<file path="src/verilog/lac_params.svh">
/*
  Constants of the loop alarm comparator: mode codes, field positions,
  reset values and widths. Definitions only; included by every file of
  the block that needs a figure.
*/
`ifndef LAC_PARAMS_SVH
`define LAC_PARAMS_SVH

// Alarm mode codes held in each nibble of the mode word
`define LAC_MODE_NONE 4'h0
`define LAC_MODE_UPLO 4'h1
`define LAC_MODE_UPPER 4'h2
`define LAC_MODE_LOWER 4'h3
`define LAC_MODE_RANGE 4'h4
`define LAC_MODE_UPLO_SB 4'h5
`define LAC_MODE_UPPER_SB 4'h6
`define LAC_MODE_LOWER_SB 4'h7
`define LAC_MODE_ABS_UPPER 4'h8
`define LAC_MODE_ABS_LOWER 4'h9
`define LAC_MODE_LOOP_OFF 4'hF

// Mode word layout: loop 1 alarm 1 in the top nibble
`define LAC_MODE_TOP_BIT 15
`define LAC_NIBBLE 4

// Reset values: factory mode 0, hysteresis 0.2 in 0.1 units
`define LAC_MODE_WORD_RST 16'h0000
`define LAC_HYST_RST 16'h0002

// Alarms per unit and widths of words and of the compare path
`define LAC_ALARMS 4
`define LAC_LOOPS 2
`define LAC_WORD 16
`define LAC_CMP 18

`endif

</file>
<file path="src/verilog/lac_pkg.sv">
/*
  Types of the loop alarm comparator: register-state structs of the
  top and of the configuration latch. Figures live in lac_params.svh.
*/
`default_nettype none

package lac_pkg;

  typedef logic [3:0] lac_code_t;

  // State of the four alarm evaluators
  typedef struct packed {
    logic [3:0] rawOn;    // Comparison result with hysteresis
    logic [3:0] standby;  // Standby suppression armed
    logic [3:0] outOn;    // Alarm outputs
    logic [1:0] offPrev;  // Output-off flags, previous cycle
  } lac_alarm_state_t;

  // State of the configuration latch
  typedef struct packed {
    logic loadPending;
    logic [15:0] modeWord;
    logic [3:0][15:0] hyst;
  } lac_cfg_state_t;

endpackage

`default_nettype wire

</file>
<file path="src/verilog/lac_cfg_if.sv">
/*
  Carrier for the latched alarm configuration between the latch and the
  alarm evaluators. Assumes one clock domain for both ends.
*/
`timescale 1ns/1ns
`default_nettype none

interface lac_cfg_if;
  logic [3:0][3:0] mode;   // Active mode per alarm, index 0 = loop 1 alarm 1
  logic [3:0][15:0] hyst;  // Active hysteresis per alarm
  logic load;              // Configuration taken this cycle
  modport src (output mode, output hyst, output load);
  modport snk (input mode, input hyst, input load);
endinterface

`default_nettype wire

</file>
<file path="src/verilog/lac_cfg_latch.sv">
/*
  Configuration latch: takes the mode word and the four hysteresis words
  at the first clock after reset release and on each unit restart, and
  holds them otherwise. Assumes the inputs are on clk's domain.
*/
`timescale 1ns/1ns
`default_nettype none
`include "lac_params.svh"

module lac_cfg_latch (
  // Clock and reset
  input wire logic clk,
  input wire logic rst_b,
  // Host words and restart
  input wire logic unitRestart,
  input wire logic [15:0] modeWordIn,
  input wire logic [3:0][15:0] hystIn,
  // Latched configuration
  lac_cfg_if.src cfg
);

  lac_pkg::lac_cfg_state_t state_reg;
  lac_pkg::lac_cfg_state_t state_next;
  logic load;

  // Load on restart, or once after reset since ports cannot be caught
  // under the asynchronous reset itself
  assign load = state_reg.loadPending | unitRestart;

  // Next state
  always_comb begin
    state_next = state_reg;
    state_next.loadPending = 1'b0;
    if (load) begin
      state_next.modeWord = modeWordIn;
      state_next.hyst = hystIn;
    end
  end

  // Registers
  always_ff @(posedge clk or negedge rst_b) begin
    if (!rst_b) begin
      state_reg.loadPending <= 1'b1;
      state_reg.modeWord <= `LAC_MODE_WORD_RST;
      state_reg.hyst <= {4{`LAC_HYST_RST}};
    end else begin
      state_reg <= state_next;
    end
  end

  // Split the mode word into nibbles, top nibble first
  always_comb begin
    for (int i = 0; i < `LAC_ALARMS; i++) begin
      cfg.mode[i] = state_reg.modeWord[`LAC_MODE_TOP_BIT - `LAC_NIBBLE*i -: 4];
    end
  end
  assign cfg.hyst = state_reg.hyst;
  assign cfg.load = load;

endmodule

`default_nettype wire

</file>
<file path="src/verilog/lac_change_detect.sv">
/*
  Change detector: pulses for one cycle when a word differs from its
  value in the previous cycle. Silent in the first cycle after reset.
  Assumes the word is on clk's domain.
*/
`timescale 1ns/1ns
`default_nettype none

module lac_change_detect #(
  parameter int WIDTH = 16
) (
  // Clock and reset
  input wire logic clk,
  input wire logic rst_b,
  // Watched word and change pulse
  input wire logic [WIDTH-1:0] value,
  output logic changed
);

  typedef struct packed {
    logic primed;
    logic [WIDTH-1:0] prev;
  } lac_chg_state_t;

  lac_chg_state_t state_reg;
  lac_chg_state_t state_next;

  if (WIDTH < 1) begin : g_bad_width
    $error("lac_change_detect: WIDTH must be at least 1");
  end

  // Compare against last cycle's copy
  assign changed = state_reg.primed && (value != state_reg.prev);

  // Next state
  always_comb begin
    state_next = state_reg;
    state_next.primed = 1'b1;
    state_next.prev = value;
  end

  // Registers
  always_ff @(posedge clk or negedge rst_b) begin
    if (!rst_b) begin
      state_reg <= '0;
    end else begin
      state_reg <= state_next;
    end
  end

endmodule

`default_nettype wire

</file>
<file path="src/verilog/lac_alarm_top.sv">
/*
  Loop alarm comparator for a two-loop temperature controller: four alarm
  outputs, two per loop, each with mode, hysteresis, level and standby.
  Assumes all inputs come from logic on clk; the host holds the words
  steady and pulses unitRestart after changing mode or hysteresis.
*/
// Functional notes
// - Two independent alarms per loop, each with mode, hysteresis, level.
// - Mode codes 0 to 9 select none, deviation, range, standby, absolute.
// - Mode resets to 0, and mode 0 keeps the alarm off.
// - New mode takes effect only on restart or reset; host restarts.
// - Range mode 4 with a negative level keeps the alarm off.
// - Mode 5 with a negative level keeps the alarm off.
// - Each alarm has its own unsigned hysteresis, default 0.2.
// - New hysteresis takes effect only on restart or reset; host restarts.
// - Each alarm compares against its own signed level.
// - Standby hides the alarm until the value first leaves the range.
// - Lower alarm with standby waits for rise above, then fall below.
// - Standby re-arms on start, level, compensation or set point change.
// - Standby re-arms when the output-off flag goes from on to off.
// - Mode word holds four nibbles; code F on both disables a loop.
`timescale 1ns/1ns
`default_nettype none
`include "lac_params.svh"

module lac_alarm_top (
  // Clock and reset
  input wire logic clk,
  input wire logic rst_b,
  // Host restart and configuration words
  input wire logic unitRestart,
  input wire logic [15:0] alarmModeWord,
  input wire logic [15:0] loop1Alarm1Hysteresis,
  input wire logic [15:0] loop1Alarm2Hysteresis,
  input wire logic [15:0] loop2Alarm1Hysteresis,
  input wire logic [15:0] loop2Alarm2Hysteresis,
  input wire logic [15:0] loop1Alarm1Level,
  input wire logic [15:0] loop1Alarm2Level,
  input wire logic [15:0] loop2Alarm1Level,
  input wire logic [15:0] loop2Alarm2Level,
  // Loop measurements and settings
  input wire logic [15:0] processValue1,
  input wire logic [15:0] processValue2,
  input wire logic [15:0] setPoint1,
  input wire logic [15:0] setPoint2,
  input wire logic [15:0] inputCompensation1,
  input wire logic [15:0] inputCompensation2,
  input wire logic [1:0] outputOff,
  // Alarm outputs and readback
  output logic [3:0] alarmOut,
  output logic [15:0] activeModeWord,
  output logic [1:0] loopDisabled
);

  lac_cfg_if cfg ();

  lac_pkg::lac_alarm_state_t state_reg;
  lac_pkg::lac_alarm_state_t state_next;

  logic [3:0][15:0] levelVec;
  logic [1:0][15:0] pvVec;
  logic [1:0][15:0] spVec;
  logic [7:0][15:0] watchVec;
  logic [7:0] watchChg;
  logic signed [`LAC_CMP-1:0] devA [4];
  logic signed [`LAC_CMP-1:0] pvA [4];
  logic signed [`LAC_CMP-1:0] lvA [4];
  logic signed [`LAC_CMP-1:0] hyA [4];
  logic [3:0] rearm;
  logic [3:0] rawEval;
  logic [1:0] offFall;

  // mode and hysteresis held until restart
  lac_cfg_latch u_cfg (
    .clk(clk),
    .rst_b(rst_b),
    .unitRestart(unitRestart),
    .modeWordIn(alarmModeWord),
    .hystIn({loop2Alarm2Hysteresis, loop2Alarm1Hysteresis,
             loop1Alarm2Hysteresis, loop1Alarm1Hysteresis}),
    .cfg(cfg)
  );

  // Gather per-alarm and per-loop words, index 0 = loop 1 alarm 1
  assign levelVec = {loop2Alarm2Level, loop2Alarm1Level,
                     loop1Alarm2Level, loop1Alarm1Level};
  assign pvVec = {processValue2, processValue1};
  assign spVec = {setPoint2, setPoint1};
  assign watchVec = {inputCompensation2, inputCompensation1,
                     setPoint2, setPoint1, levelVec};

  // watch levels, set points and compensation
  for (genvar w = 0; w < 8; w++) begin : g_watch
    lac_change_detect #(.WIDTH(`LAC_WORD)) u_chg (
      .clk(clk),
      .rst_b(rst_b),
      .value(watchVec[w]),
      .changed(watchChg[w])
    );
  end

  assign offFall = state_reg.offPrev & ~outputOff;

  // one compare path per alarm, own level and hysteresis
  for (genvar a = 0; a < `LAC_ALARMS; a++) begin : g_path
    // deviation from set point, widened so nothing overflows
    assign pvA[a] = `LAC_CMP'($signed(pvVec[a/2]));
    assign devA[a] = `LAC_CMP'($signed(pvVec[a/2]))
                   - `LAC_CMP'($signed(spVec[a/2]));
    assign lvA[a] = `LAC_CMP'($signed(levelVec[a]));
    assign hyA[a] = $signed({2'h0, cfg.hyst[a]});
    // any re-arm cause for this alarm
    assign rearm[a] = cfg.load | watchChg[a] | watchChg[4 + a/2]
                    | watchChg[6 + a/2] | offFall[a/2];
    assign rawEval[a] = evalRaw(cfg.mode[a], devA[a], pvA[a], lvA[a],
                                hyA[a], state_reg.rawOn[a] & ~cfg.load);
  end

  // Alarm decision for one alarm. The thresholds relax by the hysteresis
  // only while the alarm is on, so it clears past threshold plus band.
  function automatic logic evalRaw(
    input logic [3:0] mode,
    input logic signed [`LAC_CMP-1:0] dev,
    input logic signed [`LAC_CMP-1:0] pv,
    input logic signed [`LAC_CMP-1:0] lv,
    input logic signed [`LAC_CMP-1:0] hy,
    input logic wasOn
  );
    logic signed [`LAC_CMP-1:0] q;
    logic signed [`LAC_CMP-1:0] hw;
    logic up;
    logic lo;
    logic neg;
    logic r;
    // absolute modes compare the raw value
    q = (mode == `LAC_MODE_ABS_UPPER || mode == `LAC_MODE_ABS_LOWER)
      ? pv : dev;
    // band applies only to the release side
    hw = wasOn ? hy : '0;
    up = q >= lv - hw;
    lo = q <= hw - lv;
    neg = lv < 0;
    case (mode)
      `LAC_MODE_UPLO: r = neg ? 1'b1 : (up | lo);
      // negative level holds mode 5 off
      `LAC_MODE_UPLO_SB: r = neg ? 1'b0 : (up | lo);
      `LAC_MODE_UPPER, `LAC_MODE_UPPER_SB: r = up;
      `LAC_MODE_LOWER, `LAC_MODE_LOWER_SB: r = lo;
      // negative level holds range mode off
      `LAC_MODE_RANGE: r = neg ? 1'b0 : (q <= lv + hw && q >= -lv - hw);
      `LAC_MODE_ABS_UPPER: r = up;
      `LAC_MODE_ABS_LOWER: r = q <= lv + hw;
      // mode 0 and unused codes give no alarm
      default: r = 1'b0;
    endcase
    return r;
  endfunction

  // Next state of the four alarms
  always_comb begin
    logic enabled;
    logic sbMode;
    enabled = 1'b0;
    sbMode = 1'b0;
    state_next = state_reg;
    state_next.offPrev = outputOff;
    for (int i = 0; i < `LAC_ALARMS; i++) begin
      // code F on both alarms of a loop silences that loop
      enabled = !(cfg.mode[2*(i/2)] == `LAC_MODE_LOOP_OFF
                  && cfg.mode[2*(i/2)+1] == `LAC_MODE_LOOP_OFF);
      sbMode = cfg.mode[i] == `LAC_MODE_UPLO_SB
            || cfg.mode[i] == `LAC_MODE_UPPER_SB
            || cfg.mode[i] == `LAC_MODE_LOWER_SB;
      state_next.rawOn[i] = enabled & rawEval[i];
      // standby clears once the value is out of range
      // a re-arm in the same cycle wins over the clear
      state_next.standby[i] = rearm[i]
                            | (state_reg.standby[i] & state_next.rawOn[i]);
      state_next.outOn[i] = state_next.rawOn[i]
                          & ~(sbMode & state_next.standby[i]);
    end
  end

  // Registers; standby armed from power-up
  always_ff @(posedge clk or negedge rst_b) begin
    if (!rst_b) begin
      state_reg.rawOn <= 4'h0;
      state_reg.standby <= 4'hF;
      state_reg.outOn <= 4'h0;
      state_reg.offPrev <= 2'h0;
    end else begin
      state_reg <= state_next;
    end
  end

  // Outputs
  assign alarmOut = state_reg.outOn;
  assign activeModeWord = {cfg.mode[0], cfg.mode[1], cfg.mode[2], cfg.mode[3]};
  assign loopDisabled[0] = cfg.mode[0] == `LAC_MODE_LOOP_OFF
                        && cfg.mode[1] == `LAC_MODE_LOOP_OFF;
  assign loopDisabled[1] = cfg.mode[2] == `LAC_MODE_LOOP_OFF
                        && cfg.mode[3] == `LAC_MODE_LOOP_OFF;

  for (genvar k = 0; k < `LAC_ALARMS; k++) begin : g_chk

  end
endmodule

`default_nettype wire

</file>
<file path="config.mk">
export PLATFORM = sky130hd
export DESIGN_NAME = lac_alarm_top
export DESIGN_NICKNAME = d
export VERILOG_FILES = /design/src/verilog/lac_pkg.sv /design/src/verilog/lac_cfg_if.sv /design/src/verilog/lac_cfg_latch.sv /design/src/verilog/lac_change_detect.sv /design/src/verilog/lac_alarm_top.sv
export VERILOG_INCLUDE_DIRS = /design/src /design/src/verilog
export SDC_FILE = /design/constraint.sdc
export NUM_CORES = 1
export LEC_CHECK = 0
export BUFFER_PORTS_ARGS = -buffer_cell sky130_fd_sc_hd__clkbuf_2
export CORE_MARGIN = 4
export CORE_UTILIZATION = 50
export CTS_CLUSTER_SIZE = 10
export DETAILED_ROUTE_END_ITERATION = 12
export PLACE_DENSITY_LB_ADDON = 0.12
export SLEW_MARGIN = 40
export SYNTH_ARGS = -nofsm -noshare
export SYNTH_HDL_FRONTEND = slang
export SYNTH_SLANG_ARGS = --single-unit
export TNS_END_PERCENT = 5
</file>
<file path="constraint.sdc">
create_clock -name clk -period 6.2 [get_ports clk]
set_input_delay 0.62 -clock clk [delete_from_list [all_inputs] [get_ports clk]]
set_output_delay 0.62 -clock clk [all_outputs]
set_load 0.02 [all_outputs]
</file>
======== Word level (Yosys, flattened, before mapping) ========
Cells that the tools add are included.
word-level totals
  flip-flop bits (word level) ............. 224
  input bits .............................. 245
  output and inout port bits .............. 22
  logic and storage cells ................. 221
cells by class
  $add $sub $neg .......................... 22
  magnitude comparators ................... 20
  equality and inequality tests ........... 48
  multiplexer cells ....................... 24
  bitwise gates (word level) .............. 52
  reductions and logical operators ........ 36
operators with widths
  cell                 count
  $ge 18x18->1         8
  $le 18x18->1         8
  $ne 16x16->1         8
  $add 16x17->18       4
  $mux 18              4
  $neg 16->18          4
  $sub 16x17->18       4
  $sub 17x16->18       4
  $sub 18x17->18       4
  $eq 4x3->1 const B   16
  $lt 16x1->1 const B  4
  $mux 16              4
  $eq 4x4->1 const B   12
  $sub 16x16->17       2
  $eq 4x2->1 const B   8
  $or 1x1->1           25
  $pmux 1 s6           4
  $and 1x1->1          20
  $eq 4x1->1 const B   4
  $logic_and 1x1->1    14
  $logic_or 1x1->1     12
  $mux 1               12
  $reduce_or 3->1      4
  $reduce_or 2->1      4
  4 further kinds      9

======== Logic depth before layout (Yosys ltp) ========
Gate-level depths: netlist of run 1.
  depth after elaboration ................. 15
  gate-level depth with buffers ........... 29
  depth with buffers taken out ............ 28

======== Cells and area by module ========
A second synthesis of run 1 with hierarchy kept.
unflattened totals
  cells, all modules ...................... 3551
  area total of the unflattened synthesis .. 31298.8 sq um
by module, submodules not included
  module             instances  cells an instance  area an instance (sq um)  seq. area each (sq um)
  lac_alarm_top      1          2987               22441.5                   355.3
  lac_change_detect  8          39                 605.6                     425.4
  lac_cfg_latch      1          252                4012.6                    2033.2

======== Worst setup path after synthesis of run 1 ========
No wires, ideal clock.
  path type ............................... input to register
  start ................................... input unitRestart
  end ..................................... register state_reg (netlist bit alarmOut[3])
  library setup time ...................... 0.136 ns
  arrival time ............................ 6.531 ns
  required time ........................... 6.064 ns
  path slack .............................. -0.468 ns
  stages on the path ...................... 29
  buffers on the path ..................... 1
  path through ............................ nor2_1 -> and2_1 -> clkbuf_1 -> nand2_1 -> inv_1 -> ha_1 -> ha_1 -> fa_1 -> a21oi_2 -> o21bai_2 -> maj3_2 -> maj3_2 -> a221o_2 -> maj3_2 -> maj3_2 -> nand3_2 -> a311o_1 -> xor2_1 -> ha_1 -> a21oi_1 -> nor2b_1 -> o21ai_0 -> nand2_1 -> a2111oi_0 -> xor2_1 -> a311oi_1 -> nor4_1 -> nor4_1 -> nor2_1
RTL lines
  element                 line                  source
  start: declaration      lac_alarm_top.sv:31   input wire logic unitRestart,
  end signal: assignment  lac_alarm_top.sv:192  state_reg <= state_next;
  end: declaration        lac_alarm_top.sv:57   lac_pkg::lac_alarm_state_t state_reg;

==> results_dict.tcl, run 1 <==
set metrics [dict create \
    drive_above_1_share_pct 17.6 \
    track_usage_pct 27.2 \
    drt_iter0_markers 1642 \
    report.final.slew_viol_count 0 \
    gp_congestion 0.931 \
    fp.dieH_um 254 \
    setup-tns-final_ns 0 \
    cts_root_buf "clkbuf_16" \
    critPathMaxFanout 4 \
    cts.clk_slew.worst_paths_ns 0.07 \
    viasPerCell 5.55 \
    synth_compound_area_share_pct 17.5 \
    ys_seq_area_share_pct 18.6 \
    reg2reg_slack_ns 0.05 \
    grt_max_degree 131 \
    drc 0 \
    synthAdderAreaFrac_pct 28.7 \
    start_util_pct 50.8 \
    setup.worst_path.end_class "register" \
    finClkSkew_ns 0.0176 \
    cts.path.max_buffers 3 \
    clk_latency_ns 0.60 \
    ff_latch_area_um2 5620 \
    io_buffers 266 \
    final.period_utilization_pct 99.2 \
    ys_ff_latch 224 \
    drt_wl_total_mm 90.4 \
    muxShareOfSynthArea_pct 4.72 \
    fillers 5478 \
    synthArstFlopShare_pct 100 \
    syn_avg_cell_area_um2 8.63 \
    powerDensity_nw_per_um2 215 \
    grt_pass1_vias 25000 \
    cts_tree "yes" \
    dp_cells 4582 \
    path_delay_family "adder cells" \
    areaGrowthSynthToFinish_pct 14.3 \
    tightest_slew_ns 0.839 \
    max_freq_ghz 0.163 \
    die_w_um 254 \
    mostFrequentLayoutCell "ha_1" \
    setup_slack_ns 0.0490 \
    syn_inst 3494 \
    yosys.area_share.xor_xnor_pct 11.9 \
    final_core_util_pct 58.1 \
    antenna_found_initial 8 \
    crit_slowest_cell "dfstp_2" \
    synth-simple-area-share_pct 13.0 \
    post-route-min-period_ns 6.15 \
    arrival_ns 6.62 \
    finalNetCount 4768 \
    finalHoldViolCount 0 \
    htreeDepth 1 \
    wl_per_cell_um 19.4 \
    detail-route-antenna-nets 0 \
    fp-row-count 89 \
    path_class "reg -> reg" \
    io_pins 267 \
    worst_hold_path_type "in -> reg" \
    numClockSinks 224 \
    layout_common_cells "ha_1 (647), inv_1 (316), clkbuf_2 (265)" \
    slowest_delay_ns 0.38 \
    irDropWorstVdd_v 0.000229 \
    multi_input_area_um2 23100 \
    worstSetupStartpointType "register" \
    outcome "finished clean" \
    pre_cts_slack_ns -0.444 \
    drv_cap 0 \
    first_pass_iters 6 \
    p_leak_uw 0.0173 \
    synth_cell_type_count 80 \
    dp_hpwl_mm 76.4 \
    largest_reg_flops 129 \
    synth-edff-count 0 \
    die-area_um2 64300 \
    numCtsBuffers 29 \
    path_common_cell "maj3_2" \
    rsz0062_at_grt "yes" \
    worst-path-buf-inv 2 \
    syn_nets 4409 \
    crit_required_ns 6.67 \
    via_count 25900 \
    synth_top_family_by_area "adder cells" \
    grt_pass1_wl_mm 138 \
    yosys_most_used_dff "dfrtp_1" \
    max_slew_margin_pct 43.5 \
    core-area_um2 59400 \
    gr-total-overflow 0 \
    synth_area_um2 30200 \
    yosys_warnings 0 \
    final_cells 4654 \
    setup_violations 0 \
]
## synthesized netlist by cell type (10+ instances only)
master / instances / share of area, %
or3_1: 22 / 0.46
a2111oi_0: 13 / 0.38
buf_1: 14 / 0.17
o21bai_1: 67 / 1.7
o31ai_1: 13 / 0.32
nand2b_1: 41 / 0.85
nand2_1: 217 / 2.7
ha_1: 652 / 27
mux2_2: 121 / 4.5
nand3_1: 45 / 0.75
a21oi_1: 255 / 4.2
xnor2_1: 222 / 6.4
o21ai_0: 116 / 1.9
and2_1: 10 / 0.21
nand4_1: 69 / 1.4
inv_1: 317 / 3.9
a21o_1: 126 / 3.1
a211oi_1: 20 / 0.50
a21boi_0: 16 / 0.40
nor3_1: 52 / 0.86
dfrtp_1: 215 / 18
o21a_1: 18 / 0.45
a31oi_1: 24 / 0.50
nor4_1: 49 / 1.0
nor2_1: 232 / 2.9
clkbuf_1: 72 / 0.90
buf_4: 20 / 0.50
o211ai_1: 14 / 0.35
nor2b_1: 35 / 0.73
fa_1: 18 / 1.2
xor2_1: 185 / 5.4
a221oi_1: 19 / 0.55
## per-layer routing
metal  vias up  GRT usage (%)  routed length, um
li1      13000              -                  -
met1     12000           37.6              41200
met2       731           43.3              39400
met3       136           5.36               6860
met4        10           7.52               2880
met5         -              0                 76
## path summary, 6_finish.rpt
| kind | cells past startpoint | end | startpoint |
|---|---|---|---|
| min | 1 | g_watch[6].u_chg.state_reg[9]$_DFF_PN0_ | inputCompensation1[9] |
| min reg2reg | 2 | state_reg[9]$_DFF_PN1_ | state_reg[9]$_DFF_PN1_ |
| min in group asynchronous | 2 | g_watch[4].u_chg.state_reg[2]$_DFF_PN0_ | rst_b |
| max in group asynchronous | 3 | g_watch[2].u_chg.state_reg[14]$_DFF_PN0_ | rst_b |
| max reg2reg | 29 | alarmOut[3]$_DFF_PN0_ | u_cfg.state_reg[80]$_DFF_PN1_ |
| max | 29 | alarmOut[3]$_DFF_PN0_ | u_cfg.state_reg[80]$_DFF_PN1_ |
## worst reg2reg max path: cells and delay by family, from the launching register on
kind,cells,cell delay [ns]
fa+ha+maj,8,2.30
compound gates,7,1.29
simple gates,11,1.69
xor+xnor,1,0.17
flops,1,0.38
buf+inv,2,0.23
## cell type report
cell class | instances | share of cell area [%]
multi-input combinational | 2840 | 67.1
sequential | 224 | 16.3
timing repair buffer | 435 | 7.76
inverter | 323 | 3.52
tap | 773 | 2.80
clock buffer | 47 | 2.39
clock inverter | 7 | 0.131
antenna | 5 | 0.0363
## metrics by stage
step | area, um^2 | power [uW] | hold WS, ns
detailed placement | 33200 | 5710 | 0.474
CTS | 34100 | 7350 | 0.0210
global route | 34500 | 8010 | 0.135
global placement | 33200 | 5680 | 0.460
floorplan | 30200 | 4480 | 0.324
finish | 34500 | 7400 | 0.153
## cells by family (layout without fill, tap and decap cells)
family          after synthesis  in the layout
buf+inv                     430            812
flops                       224            224
mux                         127            127
compound gates              805            805
xor+xnor                    408            408
fa+ha+maj                   682            682
simple gates                816            816
other cells                   2              7
## power breakdown
group / switching (uW) / leakage (uW) / internal, uW
logic: 2350 / 0.0143 / 1820
clock network: 677 / 0.000421 / 901
registers: 83.3 / 0.00261 / 1570
total: 3110 / 0.0173 / 4290
## what timing repair did
item,CTS,global route
pin swaps,5,45
resized for setup,2,55
hold endpoints to repair,0,24
setup endpoints to repair,3,10
setup buffers,1,10
hold buffers,0,1
Note: power is estimated with default switching activity, not from simulation.
==> run 2: changes to the inputs <==
--- a/config.mk
+++ b/config.mk
@@ -15,5 +15,6 @@
 export SLEW_MARGIN = 40
 export SYNTH_ARGS = -nofsm -noshare
 export SYNTH_HDL_FRONTEND = slang
+export SYNTH_HIERARCHICAL = 1
 export SYNTH_SLANG_ARGS = --single-unit
 export TNS_END_PERCENT = 5
==> results_dict.tcl, run 2 <==
set metrics [dict create \
    drive_above_1_share_pct 16.0 \
    gp_congestion 0.932 \
    die_w_um 258 \
    synth_top_area_cell "ha_1" \
    cts.clk_slew.worst_paths_ns 0.06 \
    yosys_warnings 6 \
    dp_hpwl_mm 72.8 \
    path_common_cell "a21o_1" \
    power_uw 7570 \
    powerDensity_nw_per_um2 219 \
    final_core_util_pct 55.9 \
    reg2reg_slack_ns 0.25 \
    grt_pass1_wl_mm 136 \
    outcome "finished clean" \
    arrival_ns 6.46 \
    clk_latency_ns 0.58 \
    finClkSkew_ns 0.0153 \
    p_leak_uw 0.0174 \
    synth_compound_area_share_pct 17.6 \
    synth_top_family_by_area "adder cells" \
    antenna_found_initial 5 \
    path_class "reg -> reg" \
    synth_top_area_share_pct 26.1 \
    largest_reg_flops 136 \
    layout_common_cells "ha_1 (651), xnor2_1 (342), inv_1 (334)" \
    drv_cap 0 \
    grt_pass1_vias 25200 \
    irDropWorstVdd_v 0.000226 \
    tightest_slew_ns 0.763 \
    start_util_pct 50.6 \
    slowest_delay_ns 0.51 \
    synth_area_um2 31300 \
    core-area_um2 61800 \
    syn_inst 3551 \
    synthAdderAreaFrac_pct 27.6 \
    synth_cell_type_count 83 \
    fp.dieH_um 258 \
    worst-path-buf-inv 2 \
    htreeDepth 1 \
    drt_iter0_markers 1483 \
    path_delay_family "compound AO/OA/AOI/OAI gates" \
    max_slew_margin_pct 48.6 \
    detail-route-antenna-nets 0 \
    synth-simple-area-share_pct 11.8 \
    ys_ff_latch 231 \
    grt_max_degree 63 \
    numClockSinks 231 \
    via_count 25400 \
    numCtsBuffers 29 \
    cts.path.max_buffers 3 \
    setup.worst_path.end_class "register" \
    syn_nets 4466 \
    areaGrowthSynthToFinish_pct 10.4 \
    max_freq_ghz 0.168 \
    muxShareOfSynthArea_pct 5.67 \
    drc 0 \
    finalNetCount 4724 \
    synthArstFlopShare_pct 100 \
    cts_tree "yes" \
    cts_root_buf "clkbuf_16" \
    yosys_most_used_dff "dfrtp_1" \
    finalHoldViolCount 0 \
    netlist_top_cells_count "ha_1 (652), xnor2_1 (342), inv_1 (336), a21oi_1 (250), dfrtp_1 (222)" \
    viasPerCell 5.44 \
    synth-edff-count 0 \
    io_buffers 266 \
    hold_ws_ns 0.168 \
    yosysMostFrequentCell "ha_1" \
    crit_slowest_cell "dfstp_2" \
    rsz0062_at_grt "yes" \
    yosys.area_share.xor_xnor_pct 11.2 \
    worst_hold_path_type "in -> reg" \
    critPathMaxFanout 8 \
    crit_required_ns 6.71 \
    ys_seq_area_share_pct 18.5 \
    final.period_utilization_pct 96.0 \
    worstSetupStartpointType "register" \
    setup_violations 0 \
    synthTopCellsByArea "ha_1 (26%), dfrtp_1 (18%), xnor2_1 (9.6%), inv_1 (4.0%), a21oi_1 (4.0%)" \
    mostFrequentLayoutCell "ha_1" \
    first_pass_iters 5 \
    drt_wl_total_mm 86.0 \
    post-route-min-period_ns 5.95 \
    syn_avg_cell_area_um2 8.81 \
    io_pins 267 \
    gr-total-overflow 0 \
    wl_per_cell_um 18.4 \
    track_usage_pct 25.1 \
    report.final.slew_viol_count 0 \
    fp-row-count 91 \
    die-area_um2 66700 \
]
run 2: cell count changes after synthesis, moves of 14 or more:
| cell | change |
|---|---|
| xor2_1 | -126 |
| mux2_2 | -74 |
| buf_4 | +64 |
| nand4_1 | +16 |
| clkbuf_1 | -14 |
| xnor2_1 | +120 |
| mux2_4 | +79 |
| o21ai_0 | +14 |
| nand2_1 | -37 |
| inv_1 | +19 |
| nor4_1 | -32 |
| nor2_1 | -17 |
run 2: per-layer routing:
metal / vias up / track usage [%] / part of all wire [%]
met1: 11900 / 33.7 / 46
met4: 6 / 6.87 / 3.0
met3: 129 / 3.99 / 5.0
met5: - / 0 / 0.042
li1: 12900 / - / -
met2: 524 / 42.2 / 46
run 2: cells by family (layout without fill, tap and decap cells):
group | after synthesis | after routing
multiplexers | 132 | 132
AO/OA/AOI/OAI | 838 | 838
AND/OR/NAND/NOR | 752 | 752
buffers and inverters | 508 | 787
adder cells (fa/ha/maj) | 680 | 680
XOR/XNOR | 401 | 401
flip-flops | 231 | 231
other | 9 | 12
run 2: layout make-up:
cell class	count	area [um^2]
well taps	837	1050
flip-flops and latches	231	5790
repair buffers	394	2340
clock buffers	47	823
diodes	3	7.51
clock inverters	5	78.8
multi-input cells	2812	23200
fillers	5762	27300
inverters	341	1280
run 2: timing repair:
action,CTS,global route
gates resized for setup,0,8
buffers inserted,0,1
hold buffers,1,0
endpoints found under the hold margin,50,0
endpoints found under the setup margin,0,10
run 2: final timing paths:
| path | startpoint | endpoint | depth (start not counted) |
|---|---|---|---|
| worst max-delay path | u_cfg/state_reg[80]$_DFF_PN1_ | state_reg[7]$_DFF_PN1_ | 29 |
| worst min-delay path | inputCompensation2[14] | g_watch[7].u_chg/state_reg[14]$_DFF_PN0_ | 1 |
| min in group asynchronous | rst_b | g_watch[0].u_chg/state_reg[0]$_DFF_PN0_ | 2 |
| worst max register to register | u_cfg/state_reg[80]$_DFF_PN1_ | state_reg[7]$_DFF_PN1_ | 29 |
| max in group asynchronous | rst_b | u_cfg/cfg.hyst[61]$_DFFE_PN0P_ | 4 |
| worst min register to register | state_reg[9]$_DFF_PN1_ | state_reg[9]$_DFF_PN1_ | 2 |
run 2: worst reg2reg max path, delay by kind of cell (launching register included):
family / cells / cell delay [ns]
flops: 1 / 0.51
compound gates: 14 / 2.39
xor+xnor: 2 / 0.33
simple gates: 5 / 0.66
fa+ha+maj: 6 / 1.78
buf+inv: 2 / 0.20
run 2: stage by stage:
| step | instances | area [um^2] | setup slack (ns) | setup TNS [ns] |
|---|---|---|---|---|
| after floorplan | 3551 | 31300 | -0.0526 | -0.0766 |
| after global placement | 4612 | 33600 | 0.0923 | 0 |
| after CTS | 4666 | 34500 | 0.232 | 0 |
| after global routing | 4667 | 34600 | -0.0128 | -0.0221 |
| final | 4670 | 34600 | 0.248 | 0 |
| after detailed placement | 4613 | 33600 | -0.0167 | -0.0339 |
run 2: report_power, final:
group | switching (uW) | leakage [uW] | internal (uW)
combinational | 2330 | 0.0143 | 1870
sequential | 84.9 | 0.00269 | 1620
clock | 683 | 0.000437 | 979
total | 3100 | 0.0174 | 4470
==> run 3: changes to the inputs <==
--- a/config.mk
+++ b/config.mk
@@ -12,6 +12,7 @@
 export CTS_CLUSTER_SIZE = 10
 export DETAILED_ROUTE_END_ITERATION = 12
 export PLACE_DENSITY_LB_ADDON = 0.12
+export RECOVER_POWER = 50
 export SLEW_MARGIN = 40
 export SYNTH_ARGS = -nofsm -noshare
 export SYNTH_HDL_FRONTEND = slang
==> results_dict.tcl, run 3 (synthesis gave the netlist of run 2 again) <==
set metrics [dict create \
    drc 0 \
    core-area_um2 61800 \
    tightest_slew_ns 3.03 \
    violations "max-capacitance violations, max-slew violations" \
    drv_cap 2 \
    path_common_cell "a21o_1" \
    io_pins 267 \
    drt_iter0_markers 1485 \
    drt_wl_total_mm 86.1 \
    p_clk_share_pct 22.0 \
    critPathMaxFanout 8 \
    hold_ws_ns 0.175 \
    worst-path-buf-inv 2 \
    fp.dieH_um 258 \
    sequentialPowerShare_pct 22.5 \
    grt_pass1_wl_mm 136 \
    drive_above_1_share_pct 12.6 \
    outcome "finished, violations left" \
    cts_root_buf "clkbuf_16" \
    largest_reg_flops 136 \
    die-area_um2 66700 \
    fp-row-count 91 \
    p_sw_uw 3100 \
    start_util_pct 50.6 \
    irDropWorstVdd_v 0.000224 \
    dp_hpwl_mm 72.8 \
    cts_tree "yes" \
    p_int_uw 4460 \
    finClkSkew_ns 0.0168 \
    htreeDepth 1 \
    grt_pass1_vias 25200 \
    path_class "reg -> reg" \
    mostFrequentLayoutCell "ha_1" \
    detail-route-antenna-nets 0 \
    first_pass_iters 5 \
    arrival_ns 6.47 \
    report.final.slew_viol_count 116 \
    track_usage_pct 25.1 \
    finalNetCount 4724 \
    powerDensity_nw_per_um2 220 \
    p_leak_uw 0.0170 \
    sw_frac_of_total_pct 41.0 \
    grt_max_degree 63 \
    crit_slowest_cell "dfstp_2" \
    slowest_delay_ns 0.51 \
    crit_required_ns 6.71 \
    cts.path.max_buffers 3 \
    clk_latency_ns 0.58 \
    wl_per_cell_um 18.4 \
    rsz0062_at_grt "yes" \
    final_core_util_pct 55.6 \
    via_count 25400 \
    layout_common_cells "ha_1 (651), xnor2_1 (342), inv_1 (334)" \
    io_buffers 266 \
    final.period_utilization_pct 96.2 \
    numClockSinks 231 \
    numCtsBuffers 29 \
    gp_congestion 0.932 \
    setup_violations 0 \
    worstSetupStartpointType "register" \
    fillers 5822 \
    post-route-min-period_ns 5.96 \
    antenna_found_initial 5 \
    areaGrowthSynthToFinish_pct 9.81 \
    pwr-share-comb_pct 55.5 \
    die_w_um 258 \
    finalHoldViolCount 0 \
    worst_hold_path_type "in -> reg" \
    viasPerCell 5.43 \
    gr-total-overflow 0 \
    max_freq_ghz 0.168 \
    path_delay_family "compound AO/OA/AOI/OAI gates" \
    cts.clk_slew.worst_paths_ns 0.06 \
    setup.worst_path.end_class "register" \
    max_slew_margin_pct -102 \
]
==> run 3: cell types whose count changed in the layout (fill, tap and decap cells not counted) <==
cell	delta
buf_16	-1
buf_4	-2
buf_8	-1
clkbuf_1	+131
clkbuf_2	-127
==> run 3: final cells by class <==
class                   count  area, um^2  share of cell area [%]
inverters                 341        1280                    3.72
multi-input cells        2812       23200                    67.5
repair buffers            394        2140                    6.23
diodes                      3        7.51                  0.0218
flip-flops and latches    231        5790                    16.9
well taps                 837        1050                    3.05
clock inverters             5        78.8                   0.229
clock buffers              47         823                    2.40
==> run 3: path summary, 6_finish.rpt <==
check	from	to	slack, ns	depth (start not counted)
worst min register to register	state_reg[9]$_DFF_PN1_	state_reg[9]$_DFF_PN1_	0.49	2
worst min-delay path	inputCompensation2[14]	g_watch[7].u_chg/state_reg[14]$_DFF_PN0_	0.18	1
max in group asynchronous	rst_b	u_cfg/cfg.hyst[61]$_DFFE_PN0P_	1.36	4
worst max register to register	u_cfg/state_reg[80]$_DFF_PN1_	state_reg[7]$_DFF_PN1_	0.24	29
min in group asynchronous	rst_b	g_watch[0].u_chg/state_reg[0]$_DFF_PN0_	1.58	2
worst max-delay path	u_cfg/state_reg[80]$_DFF_PN1_	state_reg[7]$_DFF_PN1_	0.24	29
==> run 3: repair_timing <==
| item | in CTS | in global routing |
|---|---|---|
| endpoints found under the hold margin | 50 | 0 |
| hold buffers | 1 | 0 |
| resized for setup | 0 | 8 |
| buffers inserted | 0 | 1 |
| endpoints found under the setup margin | 0 | 10 |
==> run 3: power by group through the flow <==
| stage | clock [uW] | combinational [uW] | sequential, uW |
|---|---|---|---|
| after floorplan | 0 | 3070 | 1680 |
| after global placement | 0 | 4130 | 1730 |
| after detailed placement | 0 | 4160 | 1730 |
| after CTS | 1710 | 4190 | 1710 |
| after global routing | 1770 | 4720 | 1720 |
| final | 1660 | 4190 | 1700 |
==> run 3: stage by stage <==
stage	worst slack [ns]	total power [uW]	cells	setup TNS [ns]	cell area (um^2)
3_3_place_gp	0.0923	5860	4612	0	33600
6_report	0.238	7560	4670	0	34400
4_1_cts	0.232	7610	4666	0	34500
3_5_place_dp	-0.0167	5890	4613	-0.0339	33600
2_1_floorplan	-0.0526	4750	3551	-0.0766	31300
5_1_grt	-0.0128	8210	4667	-0.0221	34400
==> run 3: routing by layer <==
metal / track usage [%] / part of all wire, %
met5: 0 / 0.042
met4: 6.87 / 3.0
met3: 3.99 / 4.9
met2: 42.2 / 46
met1: 33.7 / 46
